<file path="config.mk">
export PLATFORM = sky130hd
export DESIGN_NAME = msp_port
export DESIGN_NICKNAME = d
export VERILOG_FILES = /design/src/core/msp_pkg.sv /design/src/core/msp_fifo.sv /design/src/core/msp_port.sv
export SDC_FILE = /design/constraint.sdc
export NUM_CORES = 1
export LEC_CHECK = 0
export ABC_AREA = 1
export BUFFER_PORTS_ARGS = -buffer_cell sky130_fd_sc_hd__buf_2
export CAP_MARGIN = 30
export CORE_MARGIN = 4
export CORE_UTILIZATION = 25
export DETAILED_ROUTE_END_ITERATION = 12
export GPL_TIMING_DRIVEN = 1
export PLACE_DENSITY_LB_ADDON = 0.15
export SYNTH_ARGS = -nofsm -noshare
export SYNTH_HDL_FRONTEND = slang
export SYNTH_SLANG_ARGS = --single-unit
</file>
<file path="constraint.sdc">
create_clock -name i_clk -period 3.1 [get_ports i_clk]
set_input_delay 0.465 -clock i_clk [delete_from_list [all_inputs] [get_ports i_clk]]
set_output_delay 0.465 -clock i_clk [all_outputs]
set_load 0.03 [all_outputs]
</file>
<file path="src/core/msp_pkg.sv">
// Purpose: shared constants and types of the monitor serial command port
// Assumes: 10 MHz system clock, 24-bit frames
// Notes:   command addresses and field positions are fixed here only
package msp_pkg;
    localparam int FRAME_BITS = 24;
    localparam int CMD_BITS   = 8;
    localparam int DATA_BITS  = 16;
    localparam int TEMP_BITS  = 12;
    localparam int GPIO_BITS  = 12;
    localparam int REF_BITS   = 3;
    localparam int SW_BITS    = 5;
    localparam int FIFO_DEPTH = 8;
    localparam logic [4:0] MIN_EDGES = 5'h18;
    // timebase
    localparam int CLK_PERIOD_NS  = 100;
    localparam int CONV_DELAY_NS  = 20000;
    localparam int CONV_DELAY_CYC = (CONV_DELAY_NS + CLK_PERIOD_NS - 1) / CLK_PERIOD_NS;
    // command addresses (low seven bits of the command byte)
    localparam logic [6:0] ADDR_TEMP   = 7'h01;
    localparam logic [6:0] ADDR_TSCFG  = 7'h02;
    localparam logic [6:0] ADDR_REF    = 7'h03;
    localparam logic [6:0] ADDR_GPI    = 7'h04;
    localparam logic [6:0] ADDR_GPIOEN = 7'h05;
    localparam logic [6:0] ADDR_GPO    = 7'h06;
    localparam logic [6:0] ADDR_GENCFG = 7'h07;
    localparam int RW_BIT         = 7;
    localparam int TS_ONESHOT_BIT = 0;
    localparam int GEN_DRDY_BIT   = 0;
    // reset values
    localparam logic [23:0] RST_SHREG = 24'h000000;
    localparam logic [7:0]  RST_CMD   = 8'h00;
    localparam logic [15:0] RST_RESP  = 16'h0000;
    localparam logic [2:0]  RST_REF   = 3'h0;
    localparam logic [11:0] RST_GPIO  = 12'h000;
    localparam logic [11:0] RST_TEMP  = 12'h000;
    typedef enum logic [1:0] {
        TS_IDLE  = 2'b00,
        TS_CONV  = 2'b01,
        TS_SLEEP = 2'b10
    } msp_ts_t;
endpackage

</file>
<file path="src/core/msp_fifo.sv">
// Purpose: small synchronous frame queue
// Assumes: single clock, synchronous active-low reset
// Notes:   full and empty are exact; no write while full
`timescale 1ns/100ps
module msp_fifo #(
    parameter int WIDTH = 24,
    parameter int DEPTH = 8
) (
    input  wire logic             i_clk,
    input  wire logic             i_resetn,
    input  wire logic             i_in_valid,
    output logic                  o_in_ready,
    input  wire logic [WIDTH-1:0] i_in_data,
    output logic                  o_out_valid,
    input  wire logic             i_out_ready,
    output logic      [WIDTH-1:0] o_out_data
);
    localparam int AW = $clog2(DEPTH);
    logic [WIDTH-1:0] mem [DEPTH];
    logic [AW-1:0]    wr_ptr;
    logic [AW-1:0]    rd_ptr;
    logic [AW:0]      count;
    logic             push;
    logic             pop;

    assign o_in_ready  = (count != (AW+1)'(DEPTH));
    assign o_out_valid = (count != '0);
    assign push        = i_in_valid & o_in_ready;
    assign pop         = o_out_valid & i_out_ready;
    assign o_out_data  = mem[rd_ptr];

    always_ff @(posedge i_clk) begin
        if (push) begin
            mem[wr_ptr] <= i_in_data;
        end
    end

    always_ff @(posedge i_clk) begin
        if (!i_resetn) begin
            wr_ptr <= '0;
            rd_ptr <= '0;
            count  <= '0;
        end else begin
            if (push) begin
                wr_ptr <= (wr_ptr == AW'(DEPTH - 1)) ? '0 : wr_ptr + 1'b1;
            end
            if (pop) begin
                rd_ptr <= (rd_ptr == AW'(DEPTH - 1)) ? '0 : rd_ptr + 1'b1;
            end
            count <= count + (AW+1)'(push) - (AW+1)'(pop);
        end
    end
endmodule

</file>
<file path="src/core/msp_port.sv">
// Purpose: serial command port with temperature, reference and pin registers
// Assumes: sclk, chip select, din and pins are asynchronous; temp code is local
// Notes:   link sampled at 10 MHz, so sclk must stay well below 2.5 MHz
//
// What this block does
// - chip-select fall opens a new frame
// - sample din on falling sclk edges
// - launch dout on rising sclk edges
// - under 24 rising edges aborts the frame
// - longer frames decode the last 24 bits
// - dout floats when deselected, MSB at start
// - frame is command byte then data word
// - leading zero command bit means write
// - after a write, echo command then zeros
// - every frame echoes the previous command byte
// - read returns command then requested payload
// - decode only at chip-select rise
// - continuous mode converts regardless of bus
// - one-shot converts after temperature read instruction
// - one-shot read spans two frames
// - data-ready falls on result, released by deselect
// - no data-ready in continuous mode
// - results in two's complement code
// - reference mode decodes to five switches
// - sleep codes power down sensor and converters
// - input state register shows live pins
// - enable bit drives matching output value
// - result is 12-bit signed, sixteenth degrees
// - data-ready only when enabled in configuration
`timescale 1ns/100ps
module msp_port #(
    parameter int GPIO_W = 12
) (
    input  wire logic                            i_clk,
    input  wire logic                            i_resetn,
    input  wire logic                            i_sclk,
    input  wire logic                            i_chip_select_n,
    input  wire logic                            i_din,
    output logic                                 o_dout,
    output logic                                 o_dout_oe_n,
    output logic                                 o_data_ready_n,
    input  wire logic [msp_pkg::TEMP_BITS-1:0]   i_temp_code,
    output logic      [msp_pkg::SW_BITS-1:0]     o_ref_switch,
    output logic                                 o_deep_sleep,
    output logic                                 o_frame_drop,
    input  wire logic [GPIO_W-1:0]               i_gpio_in,
    output logic      [GPIO_W-1:0]               o_gpio_out,
    output logic      [GPIO_W-1:0]               o_gpio_oe_n
);
    import msp_pkg::*;

    localparam int CONV_B = CONV_DELAY_CYC + 2;
    // reference switch closes, bit 4 is switch A
    function automatic logic [SW_BITS-1:0] ref_decode(input logic [REF_BITS-1:0] m);
        case (m)
            3'h0:    ref_decode = 5'h11;
            3'h1:    ref_decode = 5'h03;
            3'h2:    ref_decode = 5'h18;
            3'h3:    ref_decode = 5'h0a;
            3'h5:    ref_decode = 5'h07;
            default: ref_decode = 5'h00;
        endcase
    endfunction

    function automatic logic is_sleep(input logic [REF_BITS-1:0] m);
        is_sleep = (m == 3'h4) | (m == 3'h6) | (m == 3'h7);
    endfunction

    logic                    sclk_m, sclk_s, sclk_d, sclk_rise, sclk_fall;
    logic                    cs_m, cs_s, cs_d, cs_fall, cs_rise, cs_act;
    logic                    din_m, din_s, seen_fall, dout_q, exec, ex_write;
    logic                    push, in_ready, out_valid, oneshot_start;
    logic                    ts_oneshot, drdy_en, conv_done, conv_cmd, drdy_q;
    logic [GPIO_W-1:0]       gpi_m, pin_input_state;
    logic [GPIO_W-1:0]       pin_output_enable, pin_output_value;
    logic [FRAME_BITS-1:0]   shreg, out_frame;
    logic [CMD_BITS-1:0]     prev_cmd, ex_cmd;
    logic [DATA_BITS-1:0]    resp_data, ex_data, next_resp;
    logic [4:0]              rise_cnt;
    logic [6:0]              ex_addr;
    logic [REF_BITS-1:0]     reference_mode_select;
    logic [TEMP_BITS-1:0]    temp_reg;
    msp_ts_t                 ts_state;
    logic [15:0]             conv_cnt;
    // two-stage synchronisers; edge detect compares the second stage with a third delay stage
    always_ff @(posedge i_clk) begin
        if (!i_resetn) begin
            sclk_m <= 1'b0;
            sclk_s <= 1'b0;
            sclk_d <= 1'b0;
            cs_m   <= 1'b1;
            cs_s   <= 1'b1;
            cs_d   <= 1'b1;
            din_m  <= 1'b0;
            din_s  <= 1'b0;
        end else begin
            sclk_m <= i_sclk;
            sclk_s <= sclk_m;
            sclk_d <= sclk_s;
            cs_m   <= i_chip_select_n;
            cs_s   <= cs_m;
            cs_d   <= cs_s;
            din_m  <= i_din;
            din_s  <= din_m;
        end
    end

    always_ff @(posedge i_clk) begin
        if (!i_resetn) begin
            gpi_m           <= RST_GPIO;
            pin_input_state <= RST_GPIO;
        end else begin
            gpi_m           <= i_gpio_in;
            pin_input_state <= gpi_m;
        end
    end

    assign sclk_rise = ~sclk_d & sclk_s;
    assign sclk_fall = sclk_d & ~sclk_s;
    assign cs_fall   = cs_d & ~cs_s;
    assign cs_rise   = ~cs_d & cs_s;
    assign cs_act    = ~cs_s;

    // shift register: echo loaded at frame start, din shifted at sclk fall
    always_ff @(posedge i_clk) begin
        if (!i_resetn) begin
            shreg <= RST_SHREG;
        end else if (cs_fall) begin
            shreg <= {prev_cmd, resp_data};
        end else if (cs_act && sclk_fall) begin
            shreg <= {shreg[FRAME_BITS-2:0], din_s};
        end
    end

    // rising-edge count only judges validity, never triggers decode
    always_ff @(posedge i_clk) begin
        if (!i_resetn) begin
            rise_cnt  <= '0;
            seen_fall <= 1'b0;
        end else if (cs_fall) begin
            rise_cnt  <= '0;
            seen_fall <= 1'b0;
        end else if (cs_act) begin
            if (sclk_fall) begin
                seen_fall <= 1'b1;
            end
            if (sclk_rise && rise_cnt != MIN_EDGES) begin
                rise_cnt <= rise_cnt + 5'h01;
            end
        end
    end

    // launch on rising edge after first fall
    always_ff @(posedge i_clk) begin
        if (!i_resetn) begin
            dout_q <= 1'b0;
        end else if (cs_fall) begin
            dout_q <= prev_cmd[CMD_BITS-1];
        end else if (cs_act && sclk_rise && seen_fall) begin
            dout_q <= shreg[FRAME_BITS-1];
        end
    end

    assign o_dout = dout_q;
    assign o_dout_oe_n = cs_s;

    // short frames are dropped; decode at select rise
    assign push = cs_rise && (rise_cnt == MIN_EDGES);

    always_ff @(posedge i_clk) begin
        if (!i_resetn) begin
            o_frame_drop <= 1'b0;
        end else begin
            o_frame_drop <= push & ~in_ready;
        end
    end

    // queue drained only between frames, so a frame never alters state mid-shift
    msp_fifo #(
        .WIDTH (FRAME_BITS),
        .DEPTH (FIFO_DEPTH)
    ) u_frames (
        .i_clk       (i_clk),
        .i_resetn    (i_resetn),
        .i_in_valid  (push),
        .o_in_ready  (in_ready),
        .i_in_data   (shreg),
        .o_out_valid (out_valid),
        .i_out_ready (cs_s),
        .o_out_data  (out_frame)
    );

    assign exec     = out_valid & cs_s;
    assign ex_cmd   = out_frame[FRAME_BITS-1:DATA_BITS];
    assign ex_data  = out_frame[DATA_BITS-1:0];
    assign ex_addr  = ex_cmd[6:0];
    assign ex_write = ~ex_cmd[RW_BIT];

    assign oneshot_start = exec & ~ex_write & (ex_addr == ADDR_TEMP) & ts_oneshot;

    // register writes
    always_ff @(posedge i_clk) begin
        if (!i_resetn) begin
            reference_mode_select <= RST_REF;
            pin_output_enable     <= RST_GPIO;
            pin_output_value      <= RST_GPIO;
            ts_oneshot            <= 1'b0;
            drdy_en               <= 1'b0;
        end else if (exec && ex_write) begin
            case (ex_addr)
                ADDR_REF:    reference_mode_select <= ex_data[REF_BITS-1:0];
                ADDR_GPIOEN: pin_output_enable     <= ex_data[GPIO_W-1:0];
                ADDR_GPO:    pin_output_value      <= ex_data[GPIO_W-1:0];
                ADDR_TSCFG:  ts_oneshot            <= ex_data[TS_ONESHOT_BIT];
                ADDR_GENCFG: drdy_en               <= ex_data[GEN_DRDY_BIT];
                default:     ts_oneshot            <= ts_oneshot;
            endcase
        end
    end

    // payload selected for the next frame
    always_comb begin
        next_resp = '0;
        case (ex_addr)
            ADDR_TEMP:   next_resp = {{4{temp_reg[TEMP_BITS-1]}}, temp_reg};
            ADDR_TSCFG:  next_resp = {15'h0000, ts_oneshot};
            ADDR_REF:    next_resp = {13'h0000, reference_mode_select};
            ADDR_GPI:    next_resp = {4'h0, pin_input_state};
            ADDR_GPIOEN: next_resp = {4'h0, pin_output_enable};
            ADDR_GPO:    next_resp = {4'h0, pin_output_value};
            ADDR_GENCFG: next_resp = {15'h0000, drdy_en};
            default:     next_resp = '0;
        endcase
    end

    always_ff @(posedge i_clk) begin
        if (!i_resetn) begin
            prev_cmd  <= RST_CMD;
            resp_data <= RST_RESP;
        end else if (exec) begin
            prev_cmd <= ex_cmd;
            resp_data <= ex_write ? RST_RESP : next_resp;
        end else if (conv_done && prev_cmd == {1'b1, ADDR_TEMP}) begin
            // second frame carries the fresh result
            resp_data <= {{4{i_temp_code[TEMP_BITS-1]}}, i_temp_code};
        end
    end

    always_ff @(posedge i_clk) begin
        if (!i_resetn) begin
            o_ref_switch <= '0;
            o_deep_sleep <= 1'b0;
        end else begin
            o_ref_switch <= ref_decode(reference_mode_select);
            o_deep_sleep <= is_sleep(reference_mode_select);
        end
    end

    assign o_gpio_out  = pin_output_value;
    assign o_gpio_oe_n = ~pin_output_enable;

    // temperature sensor timebase, one conversion per CONV_DELAY_CYC-cycle countdown of conv_cnt
    always_ff @(posedge i_clk) begin
        if (!i_resetn) begin
            ts_state <= TS_IDLE;
            conv_cnt <= '0;
            conv_cmd <= 1'b0;
        end else begin
            case (ts_state)
                TS_IDLE: begin
                    if (is_sleep(reference_mode_select)) begin
                        ts_state <= TS_SLEEP;
                    end else if (!ts_oneshot || oneshot_start) begin
                        ts_state <= TS_CONV;
                        conv_cnt <= 16'(CONV_DELAY_CYC - 1);
                        conv_cmd <= oneshot_start;
                    end
                end
                TS_CONV: begin
                    if (is_sleep(reference_mode_select)) begin
                        ts_state <= TS_SLEEP;
                    end else if (oneshot_start) begin
                        conv_cnt <= 16'(CONV_DELAY_CYC - 1);
                        conv_cmd <= 1'b1;
                    end else if (conv_cnt == '0) begin
                        ts_state <= TS_IDLE;
                    end else begin
                        conv_cnt <= conv_cnt - 16'h0001;
                    end
                end
                TS_SLEEP: begin
                    if (!is_sleep(reference_mode_select)) begin
                        ts_state <= TS_IDLE;
                    end
                end
                default: ts_state <= TS_IDLE;
            endcase
        end
    end

    assign conv_done = (ts_state == TS_CONV) && (conv_cnt == '0)
                       && !is_sleep(reference_mode_select);

    always_ff @(posedge i_clk) begin
        if (!i_resetn) begin
            temp_reg <= RST_TEMP;
        end else if (conv_done) begin
            temp_reg <= i_temp_code;
        end
    end

    always_ff @(posedge i_clk) begin
        if (!i_resetn) begin
            drdy_q <= 1'b0;
        end else if (conv_done && conv_cmd && ts_oneshot && drdy_en) begin
            drdy_q <= 1'b1;
        end else if (cs_rise || !drdy_en || !ts_oneshot) begin
            drdy_q <= 1'b0;
        end
    end

    assign o_data_ready_n = ~drdy_q;
endmodule

</file>
==> qor.txt <==
flops & latches, synth -> 325
CORE AREA -> 53920 sq um
io pins -> 63
Yosys top cell by area -> edfxtp_1
Largest register FFs -> 160
Netlist cell types -> 46
Remaining Overflow, GRT -> 0
Port Buffer Count -> 62
Cell Rows -> 85
Crit Path Category -> reg2reg
setup violators final -> 0
cts hold-fix bufs -> 0
total track usage -> 13.37%
root buffer cell -> clkbuf_16
Synth Area per Inst -> 9.203 sq um
Wirelength per Cell -> 17.56 microns
HPWL after DPL -> 26450 microns
top-area cell type share of the netlist area -> 35.18%
met1 WL -> 18630 microns
PnR worst setup slack -> 0.3243 ns
Critical Path End Type -> flop
Max H-tree Level -> 2
Detailed Route Iter0 Violations -> 572
Final min period -> 2.776 ns
Mapped Nets -> 1528
Clock Tree Buf Depth -> 3
final hold vios -> 0
# Max-Cap Violations -> 0
number of synthesized flops with an enable pin -> 160
Slew @ Worst Pin -> 0.8173 ns
Hold Startpoint -> i_gpio_in[1]
antenna cell count -> 0
Pleak -> 6.345 nW
Largest regs -> u_frames.mem: 160 flops, shreg: 24 flops, conv_cnt: 16 flops
dpl ws -> 0.2726 ns
startpoint types -> flop
Critical Path Fanout Max -> 39
Async S/R FF share, synth -> 0%
hold crit path type -> in2reg
Met3 Wirelength -> 1437 microns
final WL -> 39920 microns
depth of the most critical reg-to-reg path -> 12
worst-skew pair later-pin latency -> 0.53 ns
largest register by flop count -> u_frames.mem
Starting Density -> 25.33%
routed vias -> 10290
Min-Delay Path Depth -> 3
most frequent cell after synthesis -> nand2_1
Die Span Y -> 241.7 microns
RSZ-0062 raised after global routing -> no
post-synthesis sequential area ratio -> 59.37%
GPL Wtd Cong -> 0.7782
Peak VDD IR -> 0.4165 mV
hold-critical path endpoint -> gpi_m[1]
vias in the first global route -> 10180
f_max -> 0.3603 GHz
post-route ant nets -> 0
TritonRoute pass-1 iters -> 5
Residual DRC -> 0
Post-layout nets -> 1593
Synth area leaders -> edfxtp_1, dfxtp_1, nand2_1, nor2_1, o21ai_0
TritonCTS clock tree -> done
RR Endpoint -> resp_data[5]
first-pass GRT wire length -> 62240 microns
Worst EP required -> 3.55 ns
Synth Flop Type -> dfxtp_1
Slew Limit Fails -> 0
area delta synth->final -> 18.40%
status -> complete, no violations
Mapped Cells -> 1484
top cells by count, synth -> nand2_1, nor2_1, dfxtp_1
Die Area -> 58430 sq um
antenna violations before repair -> 1
maximum number of pins on one net before global-route repair -> 47
final period utilization -> 89.54%
Critical Path AT -> 3.23 ns
top routing layer in use -> met4
pwr dens -> 831.7 nW/um^2
clk sinks -> 325
Clock transition at path regs -> 0.06 ns
Worst R2R Setup Slack -> 0.32 ns
Post-Syn Area -> 13660 sq um
synth warn -> 0
max_slew headroom -> 45.45%
skew final -> 0.01670 ns
setup tns final -> 0 ns
vias per cell -> 4.527
met2 wire length -> 19200 microns
Chip Width -> 241.7 microns
CTS Buf Count -> 38
share of layout cells above drive strength 1 -> 13.51%
power breakdown:
part	switching [W]	internal, W
clock	0.00181	0.00300
combinational	0.00261	0.00107
sequential	0.000211	0.00476
layout make-up:
cell class | instances | area (sq um)
Timing Repair Buffer | 103 | 630.6
Fill cell | 5629 | 37750
Tap cell | 696 | 870.8
Multi-Input combinational cell | 935 | 4663
Clock inverter | 13 | 195.2
Clock buffer | 55 | 1150
Inverter | 146 | 550.5
Sequential cell | 325 | 8109
logic make-up (layout without fill, tap and decap cells):
kind of cell | after synthesis | count (layout) | synth area share, %
AOI/OAI and AO/OA | 266 | 266 | 11.14
xor gates and xnor gates | 15 | 15 | 0.9620
adders and majority gates | 15 | 15 | 1.429
buffers and inverters | 224 | 317 | 6.743
DFF | 325 | 325 | 59.37
and+or+nand+nor | 639 | 639 | 20.36
metrics by stage:
| step | instances | hold slack (ns) | power, W | cell area [sq um] | util [%] |
|---|---|---|---|---|---|
| after floorplan | 1484 | 0.3905 | 0.007573 | 13660 | - |
| after global placement | 2205 | 0.3945 | 0.008775 | 14820 | 27.49 |
| after detailed placement | 2205 | 0.3973 | 0.008785 | 14820 | 27.49 |
| after CTS | 2273 | 0.09905 | 0.01365 | 16170 | 29.98 |
| after global routing | 2273 | 0.1146 | 0.01426 | 16170 | 29.99 |
| final | 2273 | 0.1205 | 0.01345 | 16170 | 29.99 |
timing repair:
item                       CTS  global route
setup buffers                0             0
setup endpoints to repair    0             1
resized for setup            0             2
worst max-delay path, cell delays in order (launching register included):
cell and delay, ns:
dfxtp_2 0.35, buf_4 0.38, nand2_1 0.10, nand3_1 0.09, nand3_1 0.07, nand2_1 0.11, nand2_2 0.10, nor2_8 0.21
buf_4 0.32, nand3_1 0.13, a21boi_2 0.49, o21ai_1 0.15, a21oi_1 0.18
layout by cell type (no fill, tap or decap), types with 6 or more instances in the layout:
cell       Yosys  final
nand2_1      271    271
nor2_1       175    173
dfxtp_1      165    164
edfxtp_1     160    160
inv_1        140    140
o21ai_0      114    114
nand3_1       97     97
a21oi_1       63     63
buf_2         22     62
nor3_1        53     47
clkbuf_16      0     42
buf_4          4     40
a311oi_1      20     20
o22ai_1       19     19
o21ai_1       17     17
ha_1          14     14
a31oi_1       12     12
nand2_2       11     11
xor2_1         9      9
a21oi_2        9      9
nor4_1         8      8
clkbuf_1      44      8
a211oi_1       7      7
nand4_1        6      6
nor3_2         0      6
xnor2_1        6      6
worst max path at each step:
stage / to / cells past startpoint
6_report: resp_data[5] / 12
3_5_place_dp: resp_data[5] / 12
4_1_cts: resp_data[5] / 12
2_1_floorplan: u_frames.mem[7][0] / 8
3_3_place_gp: resp_data[2] / 12
5_1_grt: resp_data[5] / 12
per-layer routing:
metal  vias up  GRT usage [%]
li1       5133              -
met3        45          2.504
met5         -              0
met1      4958          17.58
met2       155          22.98
met4         0          2.937
Power figures use the tool's default switching activity.
